`src/verilog/pmsc_pkg.sv`:
```
// package: register map, field positions, reset values and carrier types for power control
package pmsc_pkg;
	// register indices on the plain register port (bytes, 8-bit data)
	localparam logic [1:0] ADDR_UV = 2'h0; // undervoltage control and status
	localparam logic [1:0] ADDR_REG = 2'h1; // regulator and stop control and status
	localparam logic [1:0] ADDR_TRIP = 2'h2; // trip-point select
	// undervoltage register fields
	localparam int UV_FLAG = 7;
	localparam int UV_ACK = 6;
	localparam int UV_IRQ_EN = 5;
	localparam int UV_RST_EN = 4;
	localparam int UV_STOP_EN = 3;
	localparam int UV_DET_EN = 2;
	localparam int UV_BUF_EN = 0;
	// regulator register fields
	localparam int RG_STBY_EN = 7;
	localparam int RG_STBY_ST = 6;
	localparam int RG_EXIT_IRQ = 5;
	localparam int RG_DS_FLAG = 3;
	localparam int RG_DS_ACK = 2;
	localparam int RG_PPD_ALLOW = 1;
	localparam int RG_MODE_SEL = 0;
	// trip register field
	localparam int TR_SEL = 5;
	// reset values
	localparam logic [7:0] UV_RESET = 8'h1c;
	localparam logic [7:0] RG_RESET = 8'h00;
	localparam logic [7:0] TR_RESET = 8'h00;

	// register bus request
	typedef struct packed {
		logic [1:0] addr;
		logic [7:0] wdata;
		logic wr;
		logic rd;
	} pmsc_req_s;

	// analog and system status inputs
	typedef struct packed {
		logic uv_event;
		logic stop_mode;
		logic standby_active;
		logic irq_event;
		logic deep_stop_wake;
	} pmsc_stat_s;

	// control outputs
	typedef struct packed {
		logic uv_irq;
		logic uv_reset;
		logic uv_detect_on;
		logic ref_buf_on;
		logic trip_high;
		logic standby_allow;
		logic deep_stop_sel;
	} pmsc_ctl_s;
endpackage

```
`src/verilog/pmsc_ctrl.sv`:
```
// power management control and status registers
//
// The register addresses and strobed register access were decided locally.
`timescale 1ns/10ps
module pmsc_ctrl (
	input wire logic ref_clk, // 250 MHz clock
	input wire logic sys_rst, // synchronous reset, active high
	input wire pmsc_pkg::pmsc_req_s req, // register port request
	output logic [7:0] rdata, // read data, cycle after read
	input wire pmsc_pkg::pmsc_stat_s stat_in, // asynchronous status inputs
	output pmsc_pkg::pmsc_ctl_s ctl // control outputs
);

	////////////////////////////////////////////////////////////////////////////
	// input synchronisers
	pmsc_pkg::pmsc_stat_s sync1;
	pmsc_pkg::pmsc_stat_s sync2;
	pmsc_pkg::pmsc_stat_s next_sync1;
	pmsc_pkg::pmsc_stat_s next_sync2;

	// two flops per asynchronous status line
	always_comb begin
		next_sync1 = stat_in;
		next_sync2 = sync1;
	end

	always_ff @(posedge ref_clk) begin
		if (sys_rst) begin
			sync1 <= '0;
			sync2 <= '0;
		end else begin
			sync1 <= next_sync1;
			sync2 <= next_sync2;
		end
	end

	////////////////////////////////////////////////////////////////////////////
	// register state, undervoltage group
	logic uv_flag; // undervoltage detect flag
	logic uv_irq_en; // interrupt enable
	logic uv_rst_en; // reset enable, write-once
	logic uv_stop_en; // keep detection running in stop
	logic uv_det_en; // detector enable, write-once
	logic uv_buf_en; // reference buffer enable
	logic rst_en_done; // reset enable already written
	logic det_en_done; // detector enable already written
	logic next_uv_flag;
	logic next_uv_irq_en;
	logic next_uv_rst_en;
	logic next_uv_stop_en;
	logic next_uv_det_en;
	logic next_uv_buf_en;
	logic next_rst_en_done;
	logic next_det_en_done;

	// register state, regulator group
	logic stby_en; // regulator standby enable
	logic exit_irq; // leave standby on interrupt
	logic ds_flag; // deep stop recovered flag
	logic ppd_allow; // partial powerdown allow, write-once
	logic ppd_allow_done; // allow bit already written
	logic mode_sel; // powerdown mode select
	logic next_stby_en;
	logic next_exit_irq;
	logic next_ds_flag;
	logic next_ppd_allow;
	logic next_ppd_allow_done;
	logic next_mode_sel;

	// register state, trip group
	logic trip_sel; // high trip point when set
	logic next_trip_sel;

	// read path
	logic [7:0] rd_q; // registered read data
	logic [7:0] next_rd_q;
	logic [7:0] uv_view; // undervoltage register as software sees it
	logic [7:0] rg_view; // regulator register as software sees it
	logic [7:0] tr_view; // trip register as software sees it

	// decoded strobes and events
	logic wr_uv; // write to undervoltage register
	logic wr_rg; // write to regulator register
	logic wr_tr; // write to trip register
	logic uv_ack; // undervoltage acknowledge written
	logic ds_ack; // deep stop acknowledge written
	logic uv_set; // qualified undervoltage event
	logic ds_set; // deep stop recovery seen
	logic irq_wake; // interrupt while wake bit set
	logic mode_req; // write asks for mode select
	logic mode_ok; // mode select request may be taken
	logic uv_live; // detector running now

	////////////////////////////////////////////////////////////////////////////
	// decode

	// write decode
	assign wr_uv = req.wr && (req.addr == pmsc_pkg::ADDR_UV);
	assign wr_rg = req.wr && (req.addr == pmsc_pkg::ADDR_REG);
	assign wr_tr = req.wr && (req.addr == pmsc_pkg::ADDR_TRIP);

	// acknowledge strobes, one cycle each
	assign uv_ack = wr_uv && req.wdata[pmsc_pkg::UV_ACK];
	assign ds_ack = wr_rg && req.wdata[pmsc_pkg::RG_DS_ACK];

	// detection active: enabled, and in stop only with stop enable
	assign uv_live = uv_det_en && (!sync2.stop_mode || uv_stop_en);

	// hardware events, already synchronised
	assign uv_set = uv_live && sync2.uv_event;
	assign ds_set = sync2.deep_stop_wake;
	assign irq_wake = exit_irq && sync2.irq_event;

	// mode select request, refused while standby enable is set
	assign mode_req = wr_rg && req.wdata[pmsc_pkg::RG_MODE_SEL];
	assign mode_ok = mode_req && !stby_en;

	////////////////////////////////////////////////////////////////////////////
	// undervoltage group

	// next values: flag, plain bits and write-once bits
	always_comb begin
		next_uv_flag = uv_flag;
		next_uv_irq_en = uv_irq_en;
		next_uv_rst_en = uv_rst_en;
		next_uv_stop_en = uv_stop_en;
		next_uv_det_en = uv_det_en;
		next_uv_buf_en = uv_buf_en;
		next_rst_en_done = rst_en_done;
		next_det_en_done = det_en_done;
		// acknowledge clears the flag
		if (uv_ack) begin
			next_uv_flag = 1'b0;
		end
		// event set wins over acknowledge
		if (uv_set) begin
			next_uv_flag = 1'b1;
		end
		// plain read/write bits
		if (wr_uv) begin
			next_uv_irq_en = req.wdata[pmsc_pkg::UV_IRQ_EN];
			next_uv_stop_en = req.wdata[pmsc_pkg::UV_STOP_EN];
			next_uv_buf_en = req.wdata[pmsc_pkg::UV_BUF_EN];
		end
		// reset enable takes the first write only
		if (wr_uv && !rst_en_done) begin
			next_uv_rst_en = req.wdata[pmsc_pkg::UV_RST_EN];
			next_rst_en_done = 1'b1;
		end
		// detector enable takes the first write only
		if (wr_uv && !det_en_done) begin
			next_uv_det_en = req.wdata[pmsc_pkg::UV_DET_EN];
			next_det_en_done = 1'b1;
		end
	end

	// undervoltage group registers
	always_ff @(posedge ref_clk) begin
		if (sys_rst) begin
			uv_flag <= pmsc_pkg::UV_RESET[pmsc_pkg::UV_FLAG];
			uv_irq_en <= pmsc_pkg::UV_RESET[pmsc_pkg::UV_IRQ_EN];
			uv_rst_en <= pmsc_pkg::UV_RESET[pmsc_pkg::UV_RST_EN];
			uv_stop_en <= pmsc_pkg::UV_RESET[pmsc_pkg::UV_STOP_EN];
			uv_det_en <= pmsc_pkg::UV_RESET[pmsc_pkg::UV_DET_EN];
			uv_buf_en <= pmsc_pkg::UV_RESET[pmsc_pkg::UV_BUF_EN];
			rst_en_done <= 1'b0;
			det_en_done <= 1'b0;
		end else begin
			uv_flag <= next_uv_flag;
			uv_irq_en <= next_uv_irq_en;
			uv_rst_en <= next_uv_rst_en;
			uv_stop_en <= next_uv_stop_en;
			uv_det_en <= next_uv_det_en;
			uv_buf_en <= next_uv_buf_en;
			rst_en_done <= next_rst_en_done;
			det_en_done <= next_det_en_done;
		end
	end

	////////////////////////////////////////////////////////////////////////////
	// regulator group

	// next values: standby, wake, deep stop flag, allow and mode
	always_comb begin
		next_stby_en = stby_en;
		next_exit_irq = exit_irq;
		next_ds_flag = ds_flag;
		next_ppd_allow = ppd_allow;
		next_ppd_allow_done = ppd_allow_done;
		next_mode_sel = mode_sel;
		// wake bit is plain read/write
		if (wr_rg) begin
			next_exit_irq = req.wdata[pmsc_pkg::RG_EXIT_IRQ];
		end
		// acknowledge clears the recovery flag
		if (ds_ack) begin
			next_ds_flag = 1'b0;
		end
		// recovery from deep stop wins over acknowledge
		if (ds_set) begin
			next_ds_flag = 1'b1;
		end
		// allow bit takes the first write only
		if (wr_rg && !ppd_allow_done) begin
			next_ppd_allow = req.wdata[pmsc_pkg::RG_PPD_ALLOW];
			next_ppd_allow_done = 1'b1;
		end
		// mode select taken only while standby enable is clear
		if (mode_ok) begin
			next_mode_sel = 1'b1;
			next_stby_en = 1'b0;
		end else if (wr_rg) begin
			// a refused mode bit leaves a plain standby write
			if (!mode_req) begin
				next_mode_sel = 1'b0;
			end
			next_stby_en = req.wdata[pmsc_pkg::RG_STBY_EN];
		end
		// standby enable can never sit beside mode select
		if (next_mode_sel) begin
			next_stby_en = 1'b0;
		end
		// interrupt with wake bit drops standby enable
		if (irq_wake) begin
			next_stby_en = 1'b0;
		end
	end

	// regulator group registers
	always_ff @(posedge ref_clk) begin
		if (sys_rst) begin
			stby_en <= pmsc_pkg::RG_RESET[pmsc_pkg::RG_STBY_EN];
			exit_irq <= pmsc_pkg::RG_RESET[pmsc_pkg::RG_EXIT_IRQ];
			ds_flag <= pmsc_pkg::RG_RESET[pmsc_pkg::RG_DS_FLAG];
			ppd_allow <= pmsc_pkg::RG_RESET[pmsc_pkg::RG_PPD_ALLOW];
			ppd_allow_done <= 1'b0;
			mode_sel <= pmsc_pkg::RG_RESET[pmsc_pkg::RG_MODE_SEL];
		end else begin
			stby_en <= next_stby_en;
			exit_irq <= next_exit_irq;
			ds_flag <= next_ds_flag;
			ppd_allow <= next_ppd_allow;
			ppd_allow_done <= next_ppd_allow_done;
			mode_sel <= next_mode_sel;
		end
	end

	////////////////////////////////////////////////////////////////////////////
	// trip group

	// next value: trip select is plain read/write
	always_comb begin
		next_trip_sel = trip_sel;
		if (wr_tr) begin
			next_trip_sel = req.wdata[pmsc_pkg::TR_SEL];
		end
	end

	// trip group register
	always_ff @(posedge ref_clk) begin
		if (sys_rst) begin
			trip_sel <= pmsc_pkg::TR_RESET[pmsc_pkg::TR_SEL];
		end else begin
			trip_sel <= next_trip_sel;
		end
	end

	////////////////////////////////////////////////////////////////////////////
	// read path

	// undervoltage view, acknowledge and reserved bits read 0
	always_comb begin
		uv_view = 8'h00;
		uv_view[pmsc_pkg::UV_FLAG] = uv_flag;
		uv_view[pmsc_pkg::UV_IRQ_EN] = uv_irq_en;
		uv_view[pmsc_pkg::UV_RST_EN] = uv_rst_en;
		uv_view[pmsc_pkg::UV_STOP_EN] = uv_stop_en;
		uv_view[pmsc_pkg::UV_DET_EN] = uv_det_en;
		uv_view[pmsc_pkg::UV_BUF_EN] = uv_buf_en;
		uv_view[pmsc_pkg::UV_ACK] = 1'b0;
	end

	// regulator view, acknowledge bit reads 0
	always_comb begin
		rg_view = 8'h00;
		rg_view[pmsc_pkg::RG_STBY_EN] = stby_en;
		rg_view[pmsc_pkg::RG_STBY_ST] = sync2.standby_active;
		rg_view[pmsc_pkg::RG_EXIT_IRQ] = exit_irq;
		rg_view[pmsc_pkg::RG_DS_FLAG] = ds_flag;
		rg_view[pmsc_pkg::RG_PPD_ALLOW] = ppd_allow;
		rg_view[pmsc_pkg::RG_MODE_SEL] = mode_sel;
		rg_view[pmsc_pkg::RG_DS_ACK] = 1'b0;
	end

	// trip view, only the select bit is implemented
	always_comb begin
		tr_view = 8'h00;
		tr_view[pmsc_pkg::TR_SEL] = trip_sel;
	end

	// read mux, data stands one cycle after the strobe
	always_comb begin
		next_rd_q = 8'h00;
		if (req.rd) begin
			unique case (req.addr)
				pmsc_pkg::ADDR_UV: next_rd_q = uv_view;
				pmsc_pkg::ADDR_REG: next_rd_q = rg_view;
				pmsc_pkg::ADDR_TRIP: next_rd_q = tr_view;
				default: next_rd_q = 8'h00;
			endcase
		end
	end

	// read data register, zero when no read was made
	always_ff @(posedge ref_clk) begin
		if (sys_rst) begin
			rd_q <= 8'h00;
		end else begin
			rd_q <= next_rd_q;
		end
	end

	////////////////////////////////////////////////////////////////////////////
	// outputs
	assign rdata = rd_q;
	assign ctl.uv_irq = uv_irq_en && uv_flag;
	assign ctl.uv_reset = uv_rst_en && uv_det_en && uv_flag;
	assign ctl.uv_detect_on = uv_live;
	assign ctl.ref_buf_on = uv_buf_en;
	assign ctl.trip_high = trip_sel;
	assign ctl.standby_allow = stby_en;
	assign ctl.deep_stop_sel = ppd_allow && mode_sel;

endmodule

```
`config.mk`:
```
export PLATFORM = sky130hd
export DESIGN_NAME = pmsc_ctrl
export DESIGN_NICKNAME = d
export VERILOG_FILES = /design/src/verilog/pmsc_pkg.sv /design/src/verilog/pmsc_ctrl.sv
export SDC_FILE = /design/constraint.sdc
export NUM_CORES = 1
export LEC_CHECK = 0
export ABC_CLOCK_PERIOD_IN_PS = 1100
export BUFFER_PORTS_ARGS = -buffer_cell sky130_fd_sc_hd__clkbuf_2
export CAP_MARGIN = 20
export CORE_UTILIZATION = 50
export CTS_BUF_LIST = sky130_fd_sc_hd__clkbuf_8
export CTS_CLUSTER_DIAMETER = 100
export DETAILED_ROUTE_END_ITERATION = 10
export GPL_TIMING_DRIVEN = 0
export PLACE_DENSITY_LB_ADDON = 0.12
export SLEW_MARGIN = 30
export SYNTH_ARGS = -nofsm -noshare
export SYNTH_HDL_FRONTEND = slang
export SYNTH_SLANG_ARGS = --single-unit
```
`constraint.sdc`:
```
create_clock -name ref_clk -period 1.1 [get_ports ref_clk]
set_input_delay 0.11 -clock ref_clk [delete_from_list [all_inputs] [get_ports ref_clk]]
set_output_delay 0.11 -clock ref_clk [all_outputs]
set_load 0.02 [all_outputs]
```
==> results.json, run 1 <==
{
  "status": "finished, final reports clean",
  "dieArea_mm2": 0.00290,
  "die-height_um": 53.8,
  "clock_latency_ps": 290,
  "post-route-drc-count": 0,
  "portBuffers": 33,
  "yosysSeqAreaShare_pct": 49.2,
  "cts.path.max_buffers": 2,
  "routed_wl_mm": 2.50,
  "numCtsBuffers": 5,
  "areaGrowthSynthToFinish_pct": 23.5,
  "grt_antenna_before_repair": 0,
  "post-route-period-util_pct": 98.4,
  "wl_per_cell_um": 12.8,
  "core-area_mm2": 0.00250,
  "hp-class": "in2reg",
  "max_stage_delay_ps": 310,
  "crit_start": "sync2[3]$_SDFF_PP0_",
  "critPathCaptureType": "output pin",
  "via_per_inst": 5.06,
  "grt-ovfl-total": 0,
  "synth_nets": 144,
  "slowest_stage": "dfxtp_1",
  "path_cells": "nor2b_4, nor2_2, clkbuf_8",
  "cts_root_buffer": "clkbuf_8",
  "fp-row-count": 18,
  "track_usage_pct": 19.7,
  "ir_worst_vdd_v": 0.00113,
  "finalHoldViolations": 0,
  "post-place-ws_ps": 55.6,
  "fin_ws_ps": 17.8,
  "slew_viol_final": 0,
  "cp.required_ps": 990,
  "combPwrFrac_pct": 10.0,
  "ys_ff_latch": 33,
  "rsz0062_at_grt": "true",
  "grt_pass1_vias": 841,
  "vias": 992,
  "clkTransAtPathRegs_ps": 60,
  "fmax_mhz": 924,
  "ioPinCount": 34,
  "yosys_warnings": 0,
  "drtIter0Drc": 12,
  "powerDensity_mw_per_mm2": 1430,
  "post-route-util_pct": 66.3,
  "grt_pass1_wl_mm": 3.80,
  "final_cell_area_mm2": 0.00166,
  "finalCriticalPeriod_ps": 1080,
  "p_leak_nw": 0.731,
  "final_layout_size_suffix_gt1_share_pct": 39.2,
  "cts_tree": "built",
  "fillerInstances": 225,
  "setup_tns_ps": 0,
  "critPathKind": "reg2out",
  "p_switching_w": 0.000581,
  "synth_cell_type_count": 28,
  "gp_congestion": 0.728,
  "numClockSinks": 33,
  "slew_headroom_pct": 71.3,
  "nets": 184,
  "cp_max_fo": 2,
  "reg2reg_from": "rst_en_done$_SDFFE_PP0P_",
  "finalClockSkew_ps": 3.86,
  "place_area_mm2": 0.00155,
  "htree_levels": 2,
  "antenna-diode-count": 0,
  "initial_core_util_pct": 53.7,
  "hp-start": "stat_in[0]",
  "postSynthCellCount": 125,
  "p_seq_share_pct": 53.2,
  "critPathArrivalTime_ps": 970,
  "grt_max_degree": 12,
  "intPower_w": 0.00180,
  "cp-start-kind": "flop",
  "swShare_pct": 24.4,
  "pwr-share-clk_pct": 36.9,
  "syn_area_mm2": 0.00134,
  "dr.pass1.iters": 4,
  "setup_viol": 0,
  "worst_pin_slew_ps": 431,
  "maxCapViolCount": 0,
  "ant_nets": 0,
  "avgSynthCellArea_um2": 10.7,
  "largest_reg_flops": 8,
  "die_w_um": 53.8
}
[layout make-up]
class | count | area [µm²] | share of cell area, %
flip-flops and latches | 33 | 666 | 40.2
clock inverters | 3 | 17.5 | 1.06
inverters | 5 | 18.8 | 1.13
clock buffers | 5 | 68.8 | 4.15
multi-input cells | 76 | 597 | 36.0
repair buffers | 34 | 184 | 11.1
plain buffers | 10 | 68.8 | 4.15
well taps | 30 | 37.5 | 2.26
[layout by cell type (no fill, tap or decap), types with 3 or more instances in the layout]
| cell type | count |
|---|---|
| a21oi_1 | 4 |
| and3_1 | 3 |
| and4bb_2 | 4 |
| buf_4 | 5 |
| clkbuf_1 | 3 |
| clkbuf_2 | 31 |
| clkbuf_8 | 6 |
| dfxtp_1 | 29 |
| dfxtp_2 | 4 |
| inv_1 | 4 |
| mux2i_1 | 12 |
| nand2b_1 | 10 |
| nor2_1 | 10 |
| nor2b_1 | 14 |
[power groups by stage]
stage                     Combinational, W  Clock, W  Sequential (W)
final                             0.000237  0.000877         0.00126
after global routing              0.000257  0.000956         0.00127
after CTS                         0.000238  0.000910         0.00126
after detailed placement          0.000233         0         0.00129
after global placement            0.000228         0         0.00129
after floorplan                   0.000149         0         0.00129
[synthesized netlist by cell type]
cell / n / area (µm²)
a311oi_1: 1 / 8.76
a211oi_1: 1 / 7.51
and2_1: 2 / 12.5
dfxtp_1: 33 / 661
clkbuf_4: 1 / 7.51
buf_4: 4 / 30.0
o221a_1: 1 / 11.3
buf_6: 2 / 22.5
inv_1: 5 / 18.8
nor3b_4: 1 / 18.8
nand2b_1: 10 / 62.6
nand3b_1: 1 / 7.51
o2bb2ai_1: 1 / 8.76
buf_2: 1 / 5.00
o32ai_1: 1 / 8.76
nor4b_2: 2 / 30.0
clkbuf_1: 3 / 11.3
and4bb_2: 4 / 50.1
nor3_1: 1 / 5.00
a21oi_1: 4 / 20.0
and3_1: 3 / 18.8
nor2b_1: 15 / 93.8
mux2i_1: 12 / 120
or3b_1: 2 / 17.5
nor3b_2: 1 / 12.5
nor2_1: 11 / 41.3
nand3b_4: 1 / 20.0
nand4bb_1: 1 / 11.3
[repair_timing]
item                                    CTS  global route
resized for setup                         8             4
endpoints found under the setup margin    3             2
hold buffers                              0             0
buffers inserted                          1             0
pin swaps                                 1             1
[metrics by stage]
step                instances  total power [W]  hold slack (ps)
CTS                       196          0.00241             20.4
finish                    196          0.00238             32.7
global placement          188          0.00152              319
floorplan                 125          0.00144              238
global route              196          0.00248             30.1
detailed placement        188          0.00152              324
[routing by layer]
layer	up-vias	wire length (µm)	part of all wire (%)	global-route usage, %
li1	496	-	-	-
met1	451	1130	45	23.6
met2	37	1160	46	30.2
met3	8	144	5.8	5.93
met4	0	62	2.5	13.2
met5	-	0	0	0
[cell families after synthesis]
logic type / count (synthesis) / synth area share [%]
multiplexers: 12 / 8.95
buffers and inverters: 16 / 7.08
AND/OR/NAND/NOR: 55 / 29.9
AO/OA/AOI/OAI: 9 / 4.85
flip-flops: 33 / 49.2
[worst paths after layout]
kind                         endpoint  cells past startpoint  slack, ps
max                            ctl[4]                      3         20
min          next_sync2[0]$_SDFF_PP0_                      2         30
max reg2reg    uv_rst_en$_SDFFE_PP1P_                      2        200
min reg2reg         ds_set$_SDFF_PP0_                      1        440
[worst max-delay path: cells and delay by family, from the launching register on]
family | cells | cell delay, ps
and+or+nand+nor | 2 | 230
buffers and inverters | 1 | 160
DFF | 1 | 310
Note: power is estimated with default switching activity, not from simulation.
==> run 2, diff against run 1 <==
--- a/config.mk
+++ b/config.mk
@@ -5,7 +5,7 @@
 export SDC_FILE = /design/constraint.sdc
 export NUM_CORES = 1
 export LEC_CHECK = 0
-export ABC_CLOCK_PERIOD_IN_PS = 1100
+export ABC_CLOCK_PERIOD_IN_PS = 1200
 export BUFFER_PORTS_ARGS = -buffer_cell sky130_fd_sc_hd__clkbuf_2
 export CAP_MARGIN = 20
 export CORE_UTILIZATION = 50
==> constraint.sdc (replaced) <==
create_clock -name ref_clk -period 1.2 [get_ports ref_clk]
set_input_delay 0.12 -clock ref_clk [delete_from_list [all_inputs] [get_ports ref_clk]]
set_output_delay 0.12 -clock ref_clk [all_outputs]
set_load 0.02 [all_outputs]
==> run 2 against run 1 <==
  * Setup slack better by 38 ps
  * Sequential power fell by 8%
  * Global-route usage down 0.059 points
  * Total power is 8.4% lower
  * Clock skew about the same
  * Combinational power fell by 9.3%
  * Critical endpoint is now ctl[0]
  * Highest routed layer unchanged
==> results.json, run 2 (synthesis results as in run 1) <==
{
  "cp.required_ps": 1080,
  "crit_start": "mode_sel$_SDFF_PP0_",
  "drtIter0Drc": 13,
  "fmax_mhz": 874,
  "powerDensity_mw_per_mm2": 1320,
  "grt_max_degree": 12,
  "reg2reg_from": "rst_en_done$_SDFFE_PP0P_",
  "initial_core_util_pct": 53.7,
  "hold_ws_ps": 41.8,
  "mostFrequentLayoutCells": "dfxtp_1, clkbuf_2, nor2b_1, mux2i_1",
  "grt-ovfl-total": 0,
  "rsz0062_at_grt": "false",
  "wl_per_cell_um": 12.7,
  "cp_max_fo": 4,
  "portBuffers": 33,
  "htree_levels": 2,
  "dr.pass1.iters": 4,
  "hp-class": "in2reg",
  "crit_path_end": "ctl[0]",
  "clkTransAtPathRegs_ps": 70,
  "ff2ff_path_depth": 2,
  "gp_congestion": 0.728,
  "cts_tree": "built",
  "slew_viol_final": 0,
  "die-height_um": 53.8,
  "numCtsBuffers": 5,
  "slew_headroom_pct": 71.6,
  "setup_viol": 0,
  "reg2reg_to": "uv_rst_en$_SDFFE_PP1P_",
  "post-route-period-util_pct": 95.4,
  "grt_pass1_wl_mm": 3.78,
  "ir_worst_vdd_v": 0.00104,
  "finalCriticalPeriod_ps": 1140,
  "critPathCaptureType": "output pin",
  "grt_antenna_before_repair": 0,
  "critPathArrivalTime_ps": 1020,
  "post-route-drc-count": 0,
  "vias": 990,
  "fp-row-count": 18,
  "cts_root_buffer": "clkbuf_8",
  "clock_latency_ps": 290,
  "routed_wl_mm": 2.49,
  "largest_reg_flops": 8,
  "status": "finished, final reports clean",
  "maxCapViolCount": 0,
  "track_usage_pct": 19.7,
  "core-area_mm2": 0.00250,
  "finalClockSkew_ps": 3.61,
  "areaGrowthSynthToFinish_pct": 22.6,
  "die_w_um": 53.8,
  "worst_pin_slew_ps": 426,
  "cts.path.max_buffers": 2,
  "fin_ws_ps": 55.4,
  "critPathKind": "reg2out",
  "ant_nets": 0,
  "post-place-ws_ps": 146,
  "setup_tns_ps": 0,
  "finalHoldViolations": 0,
  "ioPinCount": 34,
  "final_layout_size_suffix_gt1_share_pct": 36.7,
  "via_per_inst": 5.05,
  "nets": 184,
  "dieArea_mm2": 0.00290,
  "antenna-diode-count": 0,
  "p_leak_nw": 0.731,
  "r2r_setup_slack_ps": 300,
  "numClockSinks": 33,
  "cp-start-kind": "flop",
  "grt_pass1_vias": 841
}
==> run 2: report_power, final <==
group	internal [W]	total, W	switching, W
combinational	0.000108	0.000215	0.000107
sequential	0.00114	0.00116	0.0000204
clock	0.000399	0.000805	0.000405
total	0.00164	0.00218	0.000533
==> run 2: through the flow <==
step	util [%]	power [W]	instances	area [µm²]
finish	65.9	0.00218	196	1650
CTS	65.8	0.00221	196	1640
global route	65.9	0.00227	196	1650
global placement	61.8	0.00139	188	1550
detailed placement	61.8	0.00139	188	1550
floorplan	-	0.00132	125	1340
==> run 2: area by class of cell <==
| type | instances | area [µm²] |
|---|---|---|
| Clock buffer | 5 | 68.8 |
| Fill cell | 228 | 853 |
| Timing Repair Buffer | 34 | 181 |
| Multi-Input combinational cell | 76 | 592 |
| Sequential cell | 33 | 662 |
| Clock inverter | 3 | 17.5 |
| Tap cell | 30 | 37.5 |
| Buffer | 10 | 68.8 |
| Inverter | 5 | 18.8 |
==> run 2: routing by layer <==
metal	global-route usage, %	vias to the layer above	wire length (µm)
met5	0	-	0
met4	13.2	0	62
met3	5.93	8	145
met2	30.0	37	1140
met1	23.6	449	1130
li1	-	496	-
==> run 2: critical path: stages (launching register included) <==
cell and delay [ps]:
dfxtp_1 410, and2_1 160, clkbuf_2 160
==> run 2: worst min-delay path by stage <==
stage / start / end / slack, ps / depth (start not counted)
finish: stat_in[0] / next_sync2[0]$_SDFF_PP0_ / 40 / 2
global route: stat_in[3] / next_sync2[3]$_SDFF_PP0_ / 40 / 2
CTS: stat_in[0] / next_sync2[0]$_SDFF_PP0_ / 30 / 2
detailed placement: stat_in[0] / next_sync2[0]$_SDFF_PP0_ / 330 / 2
global placement: stat_in[3] / next_sync2[3]$_SDFF_PP0_ / 330 / 2
floorplan: stat_in[0] / next_sync2[0]$_SDFF_PP0_ / 250 / 1
==> run 2: timing repair <==
action	CTS	global route
hold buffers	0	0
pin swaps	1	0
endpoints found under the setup margin	1	1
gates cloned	0	0
setup buffers	1	0
resized for setup	4	1
hold endpoints to repair	0	0
==> run 3, diff against run 2 <==
--- a/config.mk
+++ b/config.mk
@@ -5,9 +5,11 @@
 export SDC_FILE = /design/constraint.sdc
 export NUM_CORES = 1
 export LEC_CHECK = 0
+export ABC_AREA = 1
 export ABC_CLOCK_PERIOD_IN_PS = 1200
 export BUFFER_PORTS_ARGS = -buffer_cell sky130_fd_sc_hd__clkbuf_2
 export CAP_MARGIN = 20
+export CORE_ASPECT_RATIO = 1.4
 export CORE_UTILIZATION = 50
 export CTS_BUF_LIST = sky130_fd_sc_hd__clkbuf_8
 export CTS_CLUSTER_DIAMETER = 100
==> run 3 against run 2 <==
  * The flow now finishes with violations (DRC)
  * Sequential cell count unchanged
  * First-iteration DRC count increased by 100%
  * Cell area fell by 7.9%
  * Non-clock buffer count fell by 6
  * Global-route usage is essentially flat
  * Fmax is 2.5% higher
  * Synthesized area is 8.2% lower
  * Critical path type unchanged
  * Critical endpoint is now ctl[4]
  * Highest routed layer unchanged
==> results.json, run 3 <==
{
  "seq_area_um2": 663,
  "core-area_mm2": 0.00225,
  "pwr-share-clk_pct": 37.0,
  "intPower_w": 0.00167,
  "place_area_mm2": 0.00142,
  "maxCapViolCount": 0,
  "grt-ovfl-total": 0,
  "die-height_um": 60.7,
  "ys_ff_latch": 33,
  "post-route-drc-count": 2,
  "fillerInstances": 200,
  "finalCriticalPeriod_ps": 1120,
  "p_seq_share_pct": 53.4,
  "slew_viol_final": 0,
  "multi_input_area_um2": 424,
  "netlist_top_cells_area": "dfxtp_1, nand2_1, inv_1",
  "synth.most_common_cell": "dfxtp_1",
  "ant_nets": 0,
  "setup_viol": 0,
  "yosys.area.top_type": "dfxtp_1",
  "areaGrowthSynthToFinish_pct": 23.0,
  "die_w_um": 44.0,
  "power.total_w": 0.00218,
  "cp_max_fo": 3,
  "gp_congestion": 0.787,
  "routed_wl_mm": 2.29,
  "postSynthCellCount": 156,
  "grt_pass1_vias": 898,
  "nets": 213,
  "antenna-diode-count": 0,
  "htree_levels": 2,
  "track_usage_pct": 19.7,
  "rsz0062_at_grt": "false",
  "cp.required_ps": 1080,
  "status": "complete, but fails checks",
  "clkTransAtPathRegs_ps": 60,
  "setup_tns_ps": 0,
  "finalClockSkew_ps": 5.32,
  "critPathCaptureType": "output pin",
  "post-route-util_pct": 67.3,
  "grt_antenna_before_repair": 0,
  "yosysSeqAreaShare_pct": 53.6,
  "synth-async-reset-ratio_pct": 0,
  "finalHoldViolations": 0,
  "numClockSinks": 33,
  "grt_max_degree": 11,
  "synth_nets": 175,
  "clock_latency_ps": 280,
  "numCtsBuffers": 5,
  "ys.flop_type": "dfxtp_1",
  "critPathArrivalTime_ps": 1000,
  "final_layout_size_suffix_gt1_share_pct": 27.3,
  "final_cell_area_mm2": 0.00152,
  "powerDensity_mw_per_mm2": 1440,
  "worst_pin_slew_ps": 389,
  "dp_hpwl_mm": 1.74,
  "yosys_warnings": 0,
  "final_common_cell": "dfxtp_1",
  "critPathKind": "reg2out",
  "swShare_pct": 23.3,
  "post-route-period-util_pct": 93.1,
  "syn_area_mm2": 0.00123,
  "p_switching_w": 0.000508,
  "avgSynthCellArea_um2": 7.90,
  "cp-start-kind": "flop",
  "cts_tree": "built",
  "synth_cell_type_count": 22,
  "initial_core_util_pct": 54.7,
  "grt_pass1_wl_mm": 3.70,
  "via_per_inst": 4.80,
  "ioPinCount": 34,
  "ctsHoldBuffers": 0,
  "hp-class": "in2reg",
  "drtIter0Drc": 26,
  "yosys.area.top_type_share_pct": 53.6,
  "vias": 1037,
  "failed_checks": "DRC",
  "combPwrFrac_pct": 9.6,
  "dieArea_mm2": 0.00267,
  "wl_per_cell_um": 10.6,
  "slew_headroom_pct": 74.1,
  "cts_root_buffer": "clkbuf_8",
  "synth_enable_flop_cells": 0,
  "largest_reg_flops": 8,
  "p_leak_nw": 0.754,
  "hold_ws_ps": 29.3,
  "fp-row-count": 20,
  "yosys-top-cells-count": "dfxtp_1, nand2_1, inv_1, nor2_1, nand3_1",
  "ir_worst_vdd_v": 0.00106,
  "cts.path.max_buffers": 2,
  "mostFrequentLayoutCells": "dfxtp_1, clkbuf_2, inv_1, nand2_1, nor2_1",
  "dr.pass1.iters": 9,
  "fmax_mhz": 895,
  "portBuffers": 31
}
-- run 3: power by group through the flow --
| stage | logic, W | registers [W] | clock network [W] |
|---|---|---|---|
| finish | 0.000209 | 0.00117 | 0.000807 |
| global placement | 0.000199 | 0.00119 | 0 |
| global route | 0.000231 | 0.00117 | 0.000878 |
| detailed placement | 0.000205 | 0.00119 | 0 |
| CTS | 0.000210 | 0.00117 | 0.000825 |
| floorplan | 0.000128 | 0.00119 | 0 |
-- run 3: kinds of logic (layout without fill, tap and decap cells) --
| family | after synthesis | after routing | synth area share (%) |
|---|---|---|---|
| AO/OA/AOI/OAI | 20 | 20 | 8.93 |
| buffers and inverters | 34 | 72 | 12.3 |
| flip-flops | 33 | 33 | 53.6 |
| AND/OR/NAND/NOR | 69 | 69 | 25.2 |
-- run 3: critical path, stage by stage (launching register included) --
cell and delay [ps]:
dfxtp_2 330, inv_1 60, a21oi_2 150, clkbuf_8 170
-- run 3: stage by stage --
step / worst slack (ps) / cells
after CTS: 5.54 / 216
final: 83.1 / 216
after floorplan: 366 / 156
after detailed placement: 158 / 209
after global placement: 192 / 209
after global routing: 5.56 / 216
-- run 3: repair_timing --
item / 4_1_cts / 5_1_grt
resized for setup: 5 / 0
setup endpoints to repair: 1 / 1
buffers inserted: 0 / 1
pin swaps: 1 / 1
-- run 3: layout make-up --
cell class | instances | area share (%)
Inverter | 27 | 6.68
Timing Repair Buffer | 32 | 11.3
Sequential cell | 33 | 43.7
Clock buffer | 6 | 5.45
Buffer | 6 | 2.81
Multi-Input combinational cell | 89 | 28.0
Tap cell | 22 | 1.82
Clock inverter | 1 | 0.248
-- run 3: layer usage --
| layer | GRT usage [%] | part of all wire [%] | up-vias |
|---|---|---|---|
| met5 | 0 | 0 | - |
| met4 | 13.0 | 0.96 | 0 |
| met3 | 6.25 | 4.5 | 4 |
| met2 | 34.5 | 51 | 30 |
| met1 | 19.8 | 43 | 451 |
| li1 | - | - | 552 |
-- run 3: final timing paths --
path,start,to,slack (ps),cells past startpoint
max reg2reg,uv_det_en$_SDFFE_PP1P_,uv_flag$_SDFFE_PP0P_,270,5
min reg2reg,next_sync2[0]$_SDFF_PP0_,ds_set$_SDFF_PP0_,410,2
max,uv_det_en$_SDFFE_PP1P_,ctl[4],80,3
min,stat_in[1],next_sync2[1]$_SDFF_PP0_,30,3
